$ cat src/logic/crc_pkg.sv
// Shared constants and carrier types for the chip reset combiner
package crc_pkg;

	// System clock rate
	localparam int CRC_CLOCK_HZ = 50_000_000;
	localparam int CRC_CYC_PER_MS = CRC_CLOCK_HZ / 1000;

	// Supply qualification times in milliseconds and their cycle counts
	localparam int CRC_BANDGAP_MS = 8;
	localparam int CRC_ANALOG_MS = 4;
	localparam int CRC_BANDGAP_CYC = CRC_BANDGAP_MS * CRC_CYC_PER_MS;
	localparam int CRC_ANALOG_CYC = CRC_ANALOG_MS * CRC_CYC_PER_MS;
	localparam int CRC_TMR_W = 20;

	// Reset pin must be seen low this many system clock periods
	localparam int CRC_PIN_LOW_MIN = 3;
	localparam logic [1:0] CRC_PIN_LOW_LAST = 2'(CRC_PIN_LOW_MIN - 1);
	localparam logic [1:0] CRC_PIN_CNT_RST = 2'h0;

	// Software reset fan-out and bus selection width
	localparam int CRC_PERIPH_N = 8;
	localparam int CRC_BUS_SEL_W = 16;
	localparam logic [CRC_BUS_SEL_W-1:0] CRC_BUS_SEL_RST = 16'h0000;
	localparam logic [CRC_PERIPH_N-1:0] CRC_PERIPH_RST = 8'h00;

	// Width of the pin synchroniser bank
	localparam int CRC_SYNC_W = 7;
	// Reset pin bit idles high so the low filter sees no false pulse after reset
	localparam logic [CRC_SYNC_W-1:0] CRC_SYNC_RST = 7'h40;

	// Supply status bits coming from the analog monitors
	typedef struct packed {
		logic reg_input_ok;
		logic bandgap_on;
		logic analog_on;
		logic output_above;
	} crc_supply_t;

	// Pin group control during and after reset
	typedef struct packed {
		logic forced;
		logic high_grp;
		logic low_grp;
		logic z_grp_oe;
		logic clock_output_pin_en;
		logic synch_grp;
	} crc_pin_ctl_t;

	localparam crc_pin_ctl_t CRC_PIN_CTL_RST = '{forced: 1'h1, high_grp: 1'h1, low_grp: 1'h0,
		z_grp_oe: 1'h0, clock_output_pin_en: 1'h1, synch_grp: 1'h0};

	// Boot sequencer states, Gray along hold, boot, run
	typedef enum logic [1:0] {
		CRC_ST_HOLD = 2'h0,
		CRC_ST_BOOT = 2'h1,
		CRC_ST_RUN = 2'h3
	} crc_state_t;

endpackage : crc_pkg

$ cat src/logic/crc_qual_timer.sv
// Qualifies a level as stable after a fixed number of consecutive cycles
`timescale 1ns/1ns
module crc_qual_timer #(
	parameter int CYCLES = 16
) (
	input wire logic clock, // System clock
	input wire logic rst_b, // Synchronous reset, active low
	input wire logic level, // Level to qualify
	output logic done // High once level held CYCLES cycles
);
	import crc_pkg::*;

	logic [CRC_TMR_W-1:0] count;
	wire logic reached = (count == CRC_TMR_W'(CYCLES - 1));

	always_ff @(posedge clock) begin
		if (!rst_b || !level) begin
			count <= '0;
			done <= 1'h0;
		end else if (!done) begin
			count <= reached ? count : count + CRC_TMR_W'(1);
			done <= reached;
		end
	end

endmodule : crc_qual_timer

$ cat src/logic/crc_reset_combiner.sv
// Reset combiner: power-ok generation, global reset, boot start, RTC power-on reset, pin groups
//
// Behaviour
// - Global reset (active low) is the AND of the filtered reset pin level, power-ok and the logic reset.
// - With the core regulator disabled, monitoring stops and power-ok goes high at once.
// - With the regulator enabled, power-ok stays low until input supply, 8 ms bandgap, 4 ms analog supply and output above 950 mV all hold.
// - Once power-ok is high the comparator threshold drops to about 850 mV for hysteresis.
// - Global reset clears the whole chip except the real-time-clock domain, which it leaves alone.
// - Release of the global reset starts the boot sequence.
// - The system clock generator is enabled while hardware reset is applied.
// - A separate RTC power-on reset resets the RTC registers when its core supply first appears.
// - The RTC power-on reset sets the power-loss flag telling software to set time and date.
// - During reset, output pins take their group states: high, low, high impedance, clock output, and 0 then 1.
// - Outside reset each multiplexed pin follows the peripheral chosen in the bus selection setting.
// - CPU and per-peripheral software resets exist apart from the hardware reset.
`timescale 1ns/1ns
module crc_reset_combiner #(
	parameter int BANDGAP_CYC = crc_pkg::CRC_BANDGAP_CYC, // Bandgap settle cycles
	parameter int ANALOG_CYC = crc_pkg::CRC_ANALOG_CYC // Analog supply settle cycles
) (
	input wire logic clock, // System clock, 50 MHz
	input wire logic rst_b, // Synchronous logic reset, active low
	input wire logic reset_pin_n, // External reset pin, active low
	input wire logic core_regulator_enable_n, // High disables the core regulator
	input wire crc_pkg::crc_supply_t supply, // Analog monitor status bits
	input wire logic rtc_core_supply, // RTC core supply present
	input wire logic rtc_time_written, // Software has set time, clears flag
	input wire logic clk_gen_off_req, // Software request to stop clock generator
	input wire logic cpu_reset_req, // CPU reset instruction
	input wire logic [crc_pkg::CRC_PERIPH_N-1:0] periph_reset_req, // Peripheral software resets
	input wire logic [crc_pkg::CRC_BUS_SEL_W-1:0] external_bus_select_reg, // Pin mux setting
	output logic global_reset_n, // Global hardware reset, active low
	output logic power_ok_signal, // Main power-on detector result
	output logic comparator_enable, // Output voltage monitor active
	output logic threshold_low, // Comparator uses the lower threshold
	output logic boot_start, // One-cycle pulse starting boot
	output logic clock_gen_enable, // System clock generator enable
	output logic cpu_reset_n, // CPU reset, active low
	output logic [crc_pkg::CRC_PERIPH_N-1:0] periph_reset_n, // Peripheral resets, active low
	output logic rtc_reg_reset_n, // RTC register reset, active low
	output logic rtc_power_loss_flag, // RTC lost power, time invalid
	output crc_pkg::crc_pin_ctl_t pin_ctl, // Pin group states
	output logic [crc_pkg::CRC_BUS_SEL_W-1:0] pin_mux_sel // Effective pin mux select
);
	import crc_pkg::*;

	// Pin synchroniser bank; stage one feeds stage two only
	logic [CRC_SYNC_W-1:0] sync_a;
	logic [CRC_SYNC_W-1:0] sync_b;
	wire logic [CRC_SYNC_W-1:0] raw_pins = {reset_pin_n, core_regulator_enable_n,
		supply, rtc_core_supply};

	always_ff @(posedge clock) begin
		if (!rst_b) begin
			sync_a <= CRC_SYNC_RST;
			sync_b <= CRC_SYNC_RST;
		end else begin
			sync_a <= raw_pins;
			sync_b <= sync_a;
		end
	end

	wire logic pin_s = sync_b[6];
	wire logic reg_disabled = sync_b[5];
	wire crc_supply_t sup_s = sync_b[4:1];
	wire logic rtc_sup_s = sync_b[0];

	// Reset pin low filter
	logic [1:0] pin_low_cnt;
	logic pin_ok;
	wire logic pin_low_hit = !pin_s && (pin_low_cnt == CRC_PIN_LOW_LAST);
	wire logic [1:0] next_pin_low_cnt = pin_s ? CRC_PIN_CNT_RST :
		(pin_low_hit ? pin_low_cnt : pin_low_cnt + 2'h1);
	wire logic next_pin_ok = pin_s ? 1'h1 : (pin_low_hit ? 1'h0 : pin_ok);

	always_ff @(posedge clock) begin
		if (!rst_b) begin
			pin_low_cnt <= CRC_PIN_CNT_RST;
			pin_ok <= 1'h1;
		end else begin
			pin_low_cnt <= next_pin_low_cnt;
			pin_ok <= next_pin_ok;
		end
	end

	// Supply qualification timers run only while monitoring is active
	logic bandgap_done;
	logic analog_done;

	crc_qual_timer #(
		.CYCLES(BANDGAP_CYC)
	) u_bandgap_tmr (
		.clock(clock),
		.rst_b(rst_b),
		.level(sup_s.bandgap_on && !reg_disabled),
		.done(bandgap_done)
	);

	crc_qual_timer #(
		.CYCLES(ANALOG_CYC)
	) u_analog_tmr (
		.clock(clock),
		.rst_b(rst_b),
		.level(sup_s.analog_on && !reg_disabled),
		.done(analog_done)
	);

	// Hysteresis lives in the analog comparator; threshold_low picks its level
	wire logic all_ok = sup_s.reg_input_ok && bandgap_done && analog_done && sup_s.output_above;
	wire logic next_power_ok = reg_disabled || all_ok;

	always_ff @(posedge clock) begin
		if (!rst_b) begin
			power_ok_signal <= 1'h0;
			comparator_enable <= 1'h0;
			threshold_low <= 1'h0;
		end else begin
			power_ok_signal <= next_power_ok;
			comparator_enable <= !reg_disabled;
			threshold_low <= next_power_ok && !reg_disabled;
		end
	end

	// Combined reset: asserts at once, releases after two clock edges
	wire logic comb_n = rst_b && pin_ok && power_ok_signal;
	logic rel_a;

	always_ff @(posedge clock or negedge comb_n) begin
		if (!comb_n) begin
			rel_a <= 1'h0;
			global_reset_n <= 1'h0;
		end else begin
			rel_a <= 1'h1;
			global_reset_n <= rel_a;
		end
	end

	// Boot sequencer
	crc_state_t state;
	crc_state_t next_state;
	wire logic in_reset = !global_reset_n;

	always_comb begin
		next_state = state;
		unique case (state)
			CRC_ST_HOLD: begin
				if (global_reset_n) begin
					next_state = CRC_ST_BOOT;
				end
			end
			CRC_ST_BOOT: begin
				next_state = in_reset ? CRC_ST_HOLD : CRC_ST_RUN;
			end
			CRC_ST_RUN: begin
				if (in_reset) begin
					next_state = CRC_ST_HOLD;
				end
			end
			default: begin
				next_state = CRC_ST_HOLD;
			end
		endcase
	end

	always_ff @(posedge clock) begin
		if (!rst_b) begin
			state <= CRC_ST_HOLD;
			boot_start <= 1'h0;
		end else begin
			state <= next_state;
			boot_start <= (state == CRC_ST_HOLD) && global_reset_n;
		end
	end

	// Clock generator is forced on whenever hardware reset is applied
	wire logic next_clk_gen = in_reset ? 1'h1 : (clk_gen_off_req ? 1'h0 : clock_gen_enable);

	always_ff @(posedge clock) begin
		if (!rst_b) begin
			clock_gen_enable <= 1'h1;
		end else begin
			clock_gen_enable <= next_clk_gen;
		end
	end

	// Software resets stay separate from the hardware reset output
	always_ff @(posedge clock) begin
		if (!rst_b) begin
			cpu_reset_n <= 1'h0;
			periph_reset_n <= CRC_PERIPH_RST;
		end else begin
			cpu_reset_n <= global_reset_n && !cpu_reset_req;
			periph_reset_n <= {CRC_PERIPH_N{global_reset_n}} & ~periph_reset_req;
		end
	end

	// Pin groups and multiplexing
	wire crc_pin_ctl_t next_pin_ctl = in_reset ? CRC_PIN_CTL_RST :
		crc_pin_ctl_t'{forced: 1'h0, high_grp: 1'h1, low_grp: 1'h0, z_grp_oe: 1'h1,
		clock_output_pin_en: 1'h1, synch_grp: 1'h1};
	wire logic [CRC_BUS_SEL_W-1:0] next_mux_sel = in_reset ? CRC_BUS_SEL_RST :
		external_bus_select_reg;

	always_ff @(posedge clock) begin
		if (!rst_b) begin
			pin_ctl <= CRC_PIN_CTL_RST;
			pin_mux_sel <= CRC_BUS_SEL_RST;
		end else begin
			pin_ctl <= next_pin_ctl;
			pin_mux_sel <= next_mux_sel;
		end
	end

	// RTC power-on reset; never touched by the global reset
	logic rtc_sup_prev;
	wire logic rtc_por = rtc_sup_s && !rtc_sup_prev;
	wire logic next_loss_flag = rtc_por || (rtc_power_loss_flag && !rtc_time_written);

	always_ff @(posedge clock) begin
		if (!rst_b) begin
			rtc_sup_prev <= 1'h0;
			rtc_reg_reset_n <= 1'h0;
			rtc_power_loss_flag <= 1'h1;
		end else begin
			rtc_sup_prev <= rtc_sup_s;
			rtc_reg_reset_n <= !rtc_por;
			rtc_power_loss_flag <= next_loss_flag;
		end
	end
endmodule : crc_reset_combiner

$ cat config.mk
export PLATFORM = sky130hd
export DESIGN_NAME = crc_reset_combiner
export DESIGN_NICKNAME = d
export VERILOG_FILES = /design/src/logic/crc_pkg.sv /design/src/logic/crc_qual_timer.sv /design/src/logic/crc_reset_combiner.sv
export SDC_FILE = /design/constraint.sdc
export NUM_CORES = 1
export LEC_CHECK = 0
export BUFFER_PORTS_ARGS = -buffer_cell sky130_fd_sc_hd__buf_4
export CAP_MARGIN = 20
export CORE_MARGIN = 5
export CORE_UTILIZATION = 35
export CTS_BUF_LIST = sky130_fd_sc_hd__clkbuf_4 sky130_fd_sc_hd__clkbuf_8
export DETAILED_ROUTE_END_ITERATION = 10
export SYNTH_ARGS = -nofsm -noshare
export SYNTH_HDL_FRONTEND = slang
export SYNTH_SLANG_ARGS = --single-unit
$ cat constraint.sdc
create_clock -name clock -period 1.45 [get_ports clock]
set_input_delay 0.0725 -clock clock [delete_from_list [all_inputs] [get_ports clock]]
set_output_delay 0.0725 -clock clock [all_outputs]
set_load 0.02 [all_outputs]
## After elaboration in Yosys (flattened, before gate mapping)

Cells that the tools add are included.

- Register bits after elaboration: 102
- Output and inout bits: 39
- Logic and storage cells: 84

- $add $sub $neg: 3
- Equality and inequality tests: 7
- Mux-type cells: 7
- Bitwise logic cells: 7
- Reductions and logical operators: 32

Operators by type and width:

| operator | number |
|---|---|
| adder 20 x 1 -> 20 bit, second input constant | 2 |
| equality test 20 x 18 -> 1 bit, second input constant | 1 |
| equality test 20 x 19 -> 1 bit, second input constant | 1 |
| logical AND 1 bit | 13 |
| zero test 1 bit | 9 |
| AND 8 bit | 1 |
| NOT 8 bit | 1 |
| AND reduction 2 bit | 4 |
| 2-to-1 mux 2 bit | 3 |
| 2-to-1 mux 6 bit | 1 |
| one-hot mux 2 bit (3 select lines) | 1 |
| NOT 1 bit | 5 |
| equality test 2 bit, second input constant | 2 |
| logical OR 1 bit | 4 |
| inequality test 2 bit, second input constant | 2 |
| adder 2 x 1 -> 2 bit, second input constant | 1 |
| equality test 2 x 1 -> 1 bit, second input constant | 1 |
| zero test 2 bit | 1 |
| 2-to-1 mux 1 bit | 2 |
| OR reduction 2 bit | 1 |

## Longest topological paths before layout

- Depth after elaboration: 5
- Depth in mapped cells: 6
- Depth with buffers taken out: 6

## By module

From an unflattened synthesis, not the netlist that was laid out.

- Cell total of the unflattened synthesis: 381
- Area, all modules: 3781.1 µm²

By module, submodules not included:

| module | times used | cells each | area an instance (µm²) | sequential area each (µm²) |
|---|---|---|---|---|
| crc_reset_combiner | 1 | 137 | 1651.6 | 1131.1 |
| crc_qual_timer (u_analog_tmr) | 1 | 123 | 1066.0 | 420.4 |
| crc_qual_timer (u_bandgap_tmr) | 1 | 121 | 1063.5 | 420.4 |

## Worst setup path before layout

No wires, ideal clock.

- Kind: reg-to-reg
- Start point: reg u_bandgap_tmr.count[0]
- End point: reg u_bandgap_tmr.count[10]
- Library setup time: 70 ps
- Data arrival time: 1777 ps
- Data required time: 1380 ps
- Path slack: -397 ps
- Stages on the path, launching flop included: 7
- Period minus slack after synthesis: 1847 ps
- Path through: dfxtp_1 -> ha_1 -> and4bb_1 -> and4_4 -> a21o_4 -> or4_1 -> a21oi_1

- Longest elaborated chain between the ends: 3
- Elaborated cells between the ends (all ways): 4

RTL lines:

| what | line | RTL |
|---|---|---|
| start, declared | crc_qual_timer.sv:13 | `logic [CRC_TMR_W-1:0] count;` |
| start signal, assigned | crc_qual_timer.sv:21 | `count <= reached ? count : count + CRC_TMR_W'(1);` |
| parallel branches: the longest is 3 deep, another holds adder 20 x 1 -> 20 bit | n/a |  |

Several ways; the timed one is not identified.
A chain may end at the register's enable or synchronous reset.

## Worst setup path after layout

- Start point: reg u_analog_tmr.count[15]
- End point: reg u_analog_tmr.count[4]

- Longest elaborated chain between the ends: 3

RTL lines:

| what | line | RTL |
|---|---|---|
| start, declared | crc_qual_timer.sv:13 |  |
| start signal, assigned | crc_qual_timer.sv:21 |  |
| equality test 20 x 18 -> 1 bit | crc_qual_timer.sv:14 | `wire logic reached = (count == CRC_TMR_W'(CYCLES - 1));` |
| NOT 1 bit (no source line) | n/a |  |
| AND reduction 2 bit (no source line) | n/a |  |

Every way passes these cells.

==> impl_metrics.csv <==
group,metric,value,unit
global_routing,met3_usage,4.72,%
sta,min_period,1660,ps
worst_setup_path,crit_arrival,1960,ps
yosys,synth_warnings,0,
global_routing,grt-ovfl-total,0,
routing,wl_per_cell,12.3,µm
sta,fmax,0.603,GHz
yosys,ys_ff_latch,98,
power_and_ir_drop,p_clk_share,34.0,%
final_layout,fin_nets,583,
die,die_w,110,µm
worst_setup_path,crit_fanout,8,
power_and_ir_drop,pwr-share-seq,58.0,%
die,pin_count,75,
routing,viasPerCell,4.52,
final_layout,antennaDiodeCount,0,
die,initial_utilization,36.0,%
global_routing,antenna_found_initial,0,
sta,fin_hold_ws,187,ps
final_layout,fill_cells,838,
power_and_ir_drop,leakage,2.42,nW
yosys,yosys.area_share.simple,27.0,%
routing,route.detailed.drc,0,
yosys,synth_compound_area_share,4.94,%
yosys,yosysUniqueCellTypes,44,
routing,drt-pass1-iter-count,4,
sta,finalHoldViolCount,0,
worst_setup_path,startpoint_type,"flip-flop",
sta,drv_slew,0,
sta,period_share,114,%
yosys,syn-instance-count,360,
run_status,status,"finished with violations",
clock_tree,clk_latency,360,ps
final_layout,register_area,1980,µm²
clock_tree,cts_inserted_buffers,9,
yosys,ys_async_sr_fraction,2.04,%
power_and_ir_drop,p_switching,0.00116,W
global_routing,met1_usage,18.0,%
yosys,synth_ff_type,"dfxtp_1",
clock_tree,clock_sinks,98,
routing,wl,8.36,mm
power_and_ir_drop,switching_share,24.3,%
sta,setup_viol,33,
worst_setup_path,worstPathRequired,1750,ps
clock_tree,cts_tree,"yes",
yosys,syn_area_per_cell,9.78,µm²
die,die_area,12200,µm²
flow_run,maxCapViolCount,0,
run_status,violations,"setup timing",
placed_design,gp_congestion,0.761,
placed_design,placed_area,4690,µm²
worst_setup_path,crit_type,"reg -> reg",
global_routing,grt_pass1_wl,13.8,mm
clock_tree,clockBufferDepth,2,
final_layout,layout_commonest_cell,"buf_4",
placed_design,hpwl,5.83,mm
clock_tree,root_buffer,"clkbuf_8",
final_layout,multiInputGateArea,1690,µm²
min_path,hp-class,"reg -> async",
yosys,synth_xor_xnor_area_share,6.97,%
routing,drt_iter0_drc,77,
global_routing,grt_pass1_vias,3056,
power_and_ir_drop,power_frac_comb,7.9,%
power_and_ir_drop,powerDensity,855,nW/µm²
sta,finalWorstSetupSlack,-210,ps
die,row_count,36,
global_routing,met2_usage,23.4,%
clock_tree,cts_max_level,3,
yosys,synth-edff-count,0,
final_layout,final_cell_mix,"139 x buf_4, 86 x dfxtp_1, 47 x nor2_1",
sta,clock-skew-final,6.90,ps
die,coreArea,9770,µm²
routing,vias,3086,
yosys,synth_top_family_by_area,"simple AND/OR/NAND/NOR gates",
final_layout,finalInstanceArea,5600,µm²
routing,ant_nets,0,
final_layout,syn_to_final_growth,59.1,%
global_routing,gr-max-usage-layer,"met2",
yosys,yosysSeqAreaShare,56.0,%
worst_setup_path,worstSetupEndpointType,"flip-flop",
global_routing,track_usage,14.4,%
die,die_y,110,µm
clock_tree,clkTransAtPathRegs,90,ps
power_and_ir_drop,p_total,0.00479,W
placed_design,io_buffers,71,
final_layout,drive_gt1_share,40.1,%
sta,rsz0062_at_grt,"true",
power_and_ir_drop,internal_power,0.00362,W
yosys,synthMuxAreaShare,0.569,%
yosys,synthAdderAreaFrac,1.07,%
yosys,synthesis.area,3520,µm²
power_and_ir_drop,irDropWorstVdd,657,µV
global_routing,grt_max_degree,20,
-- final cells by class --
type / count / area share [%]
Sequential cell: 98 / 35.4
Multi-Input combinational cell: 238 / 30.2
Timing Repair Buffer: 186 / 27.4
Tap cell: 133 / 2.97
Clock buffer: 9 / 2.21
Clock inverter: 7 / 1.03
Inverter: 11 / 0.737
-- synthesized netlist by cell type, drive strengths merged, types with 3 or more instances --
master / number / share of area (%)
nand2: 23 / 2.5
inv: 11 / 1.2
nor2: 50 / 5.3
nor4: 4 / 1.2
o21ai: 4 / 0.57
and3: 20 / 3.6
a21o: 3 / 0.85
nor4b: 3 / 0.75
nand4: 13 / 2.3
dfxtp: 96 / 55
nand2b: 6 / 1.1
buf: 6 / 1.1
nor3: 5 / 0.71
and4: 5 / 1.4
clkbuf: 9 / 0.96
and2: 18 / 3.2
a21oi: 10 / 1.4
xor2: 19 / 4.7
xnor2: 9 / 2.2
or4: 4 / 0.85
nand3: 14 / 2.0
ha: 3 / 1.1
-- repair_timing --
item,CTS,global route
hold buffers,36,0
pin swaps,27,44
setup buffers,7,11
endpoints found under the hold margin,36,0
setup endpoints to repair,32,39
resized for setup,29,28
-- power groups by stage --
stage | sequential (W) | clock, W | combinational (W)
floorplan | 0.00289 | 0 | 0.0000860
global placement | 0.00284 | 0 | 0.000297
detailed placement | 0.00284 | 0 | 0.000302
CTS | 0.00278 | 0.00168 | 0.000383
global route | 0.00279 | 0.00179 | 0.000413
finish | 0.00278 | 0.00163 | 0.000380
-- registers in the layout, summed over array words and instances, names as in the netlist, 7 cells and up --
signal               count
periph_reset_n           8
pin_mux_sel             16
sync_a                   7
sync_b                   7
u_analog_tmr.count      20
u_bandgap_tmr.count     20
-- metal layers --
layer  vias to the layer above  wire length [µm]
met4                         0                91
li1                       1575                 -
met3                         8               430
met1                      1449              3690
met5                         -                 0
met2                        54              4150
-- worst paths after layout --
path,start,to,slack [ps],depth (start not counted)
max,u_analog_tmr.count[15],u_analog_tmr.count[4],-210,5
min,pin_ok,rel_a,190,1
max reg2reg,u_analog_tmr.count[15],u_analog_tmr.count[4],-210,5
min reg2reg,pin_ok,rel_a,190,1
max in group asynchronous,rst_b,global_reset_n,840,4
min in group clock,rel_a,global_reset_n,370,0
-- worst max-delay path: stages, from the launching register on --
cell     delay (ps)
dfxtp_1         330
or4_4           540
nor4_4          220
a31oi_4         190
nand4_1         150
mux2i_1         170
-- metrics by stage --
step	setup TNS, ps	worst slack, ps	instances	util [%]
after detailed placement	-3190	-276	616	48.0
after global routing	-6980	-345	682	57.3
after CTS	-3000	-203	675	55.5
final	-3030	-210	682	57.3
after floorplan	-1540	-249	362	-
after global placement	-2420	-249	616	48.0
-- kinds of logic (layout without fill, tap and decap cells) --
kind of cell / count (synthesis) / after routing
compound gates: 26 / 26
fa+ha+maj: 3 / 3
other cells: 2 / 4
mux: 2 / 2
flops: 98 / 98
buf+inv: 26 / 213
simple gates: 175 / 175
xor+xnor: 28 / 28
(Power assumes the default switching activity.)
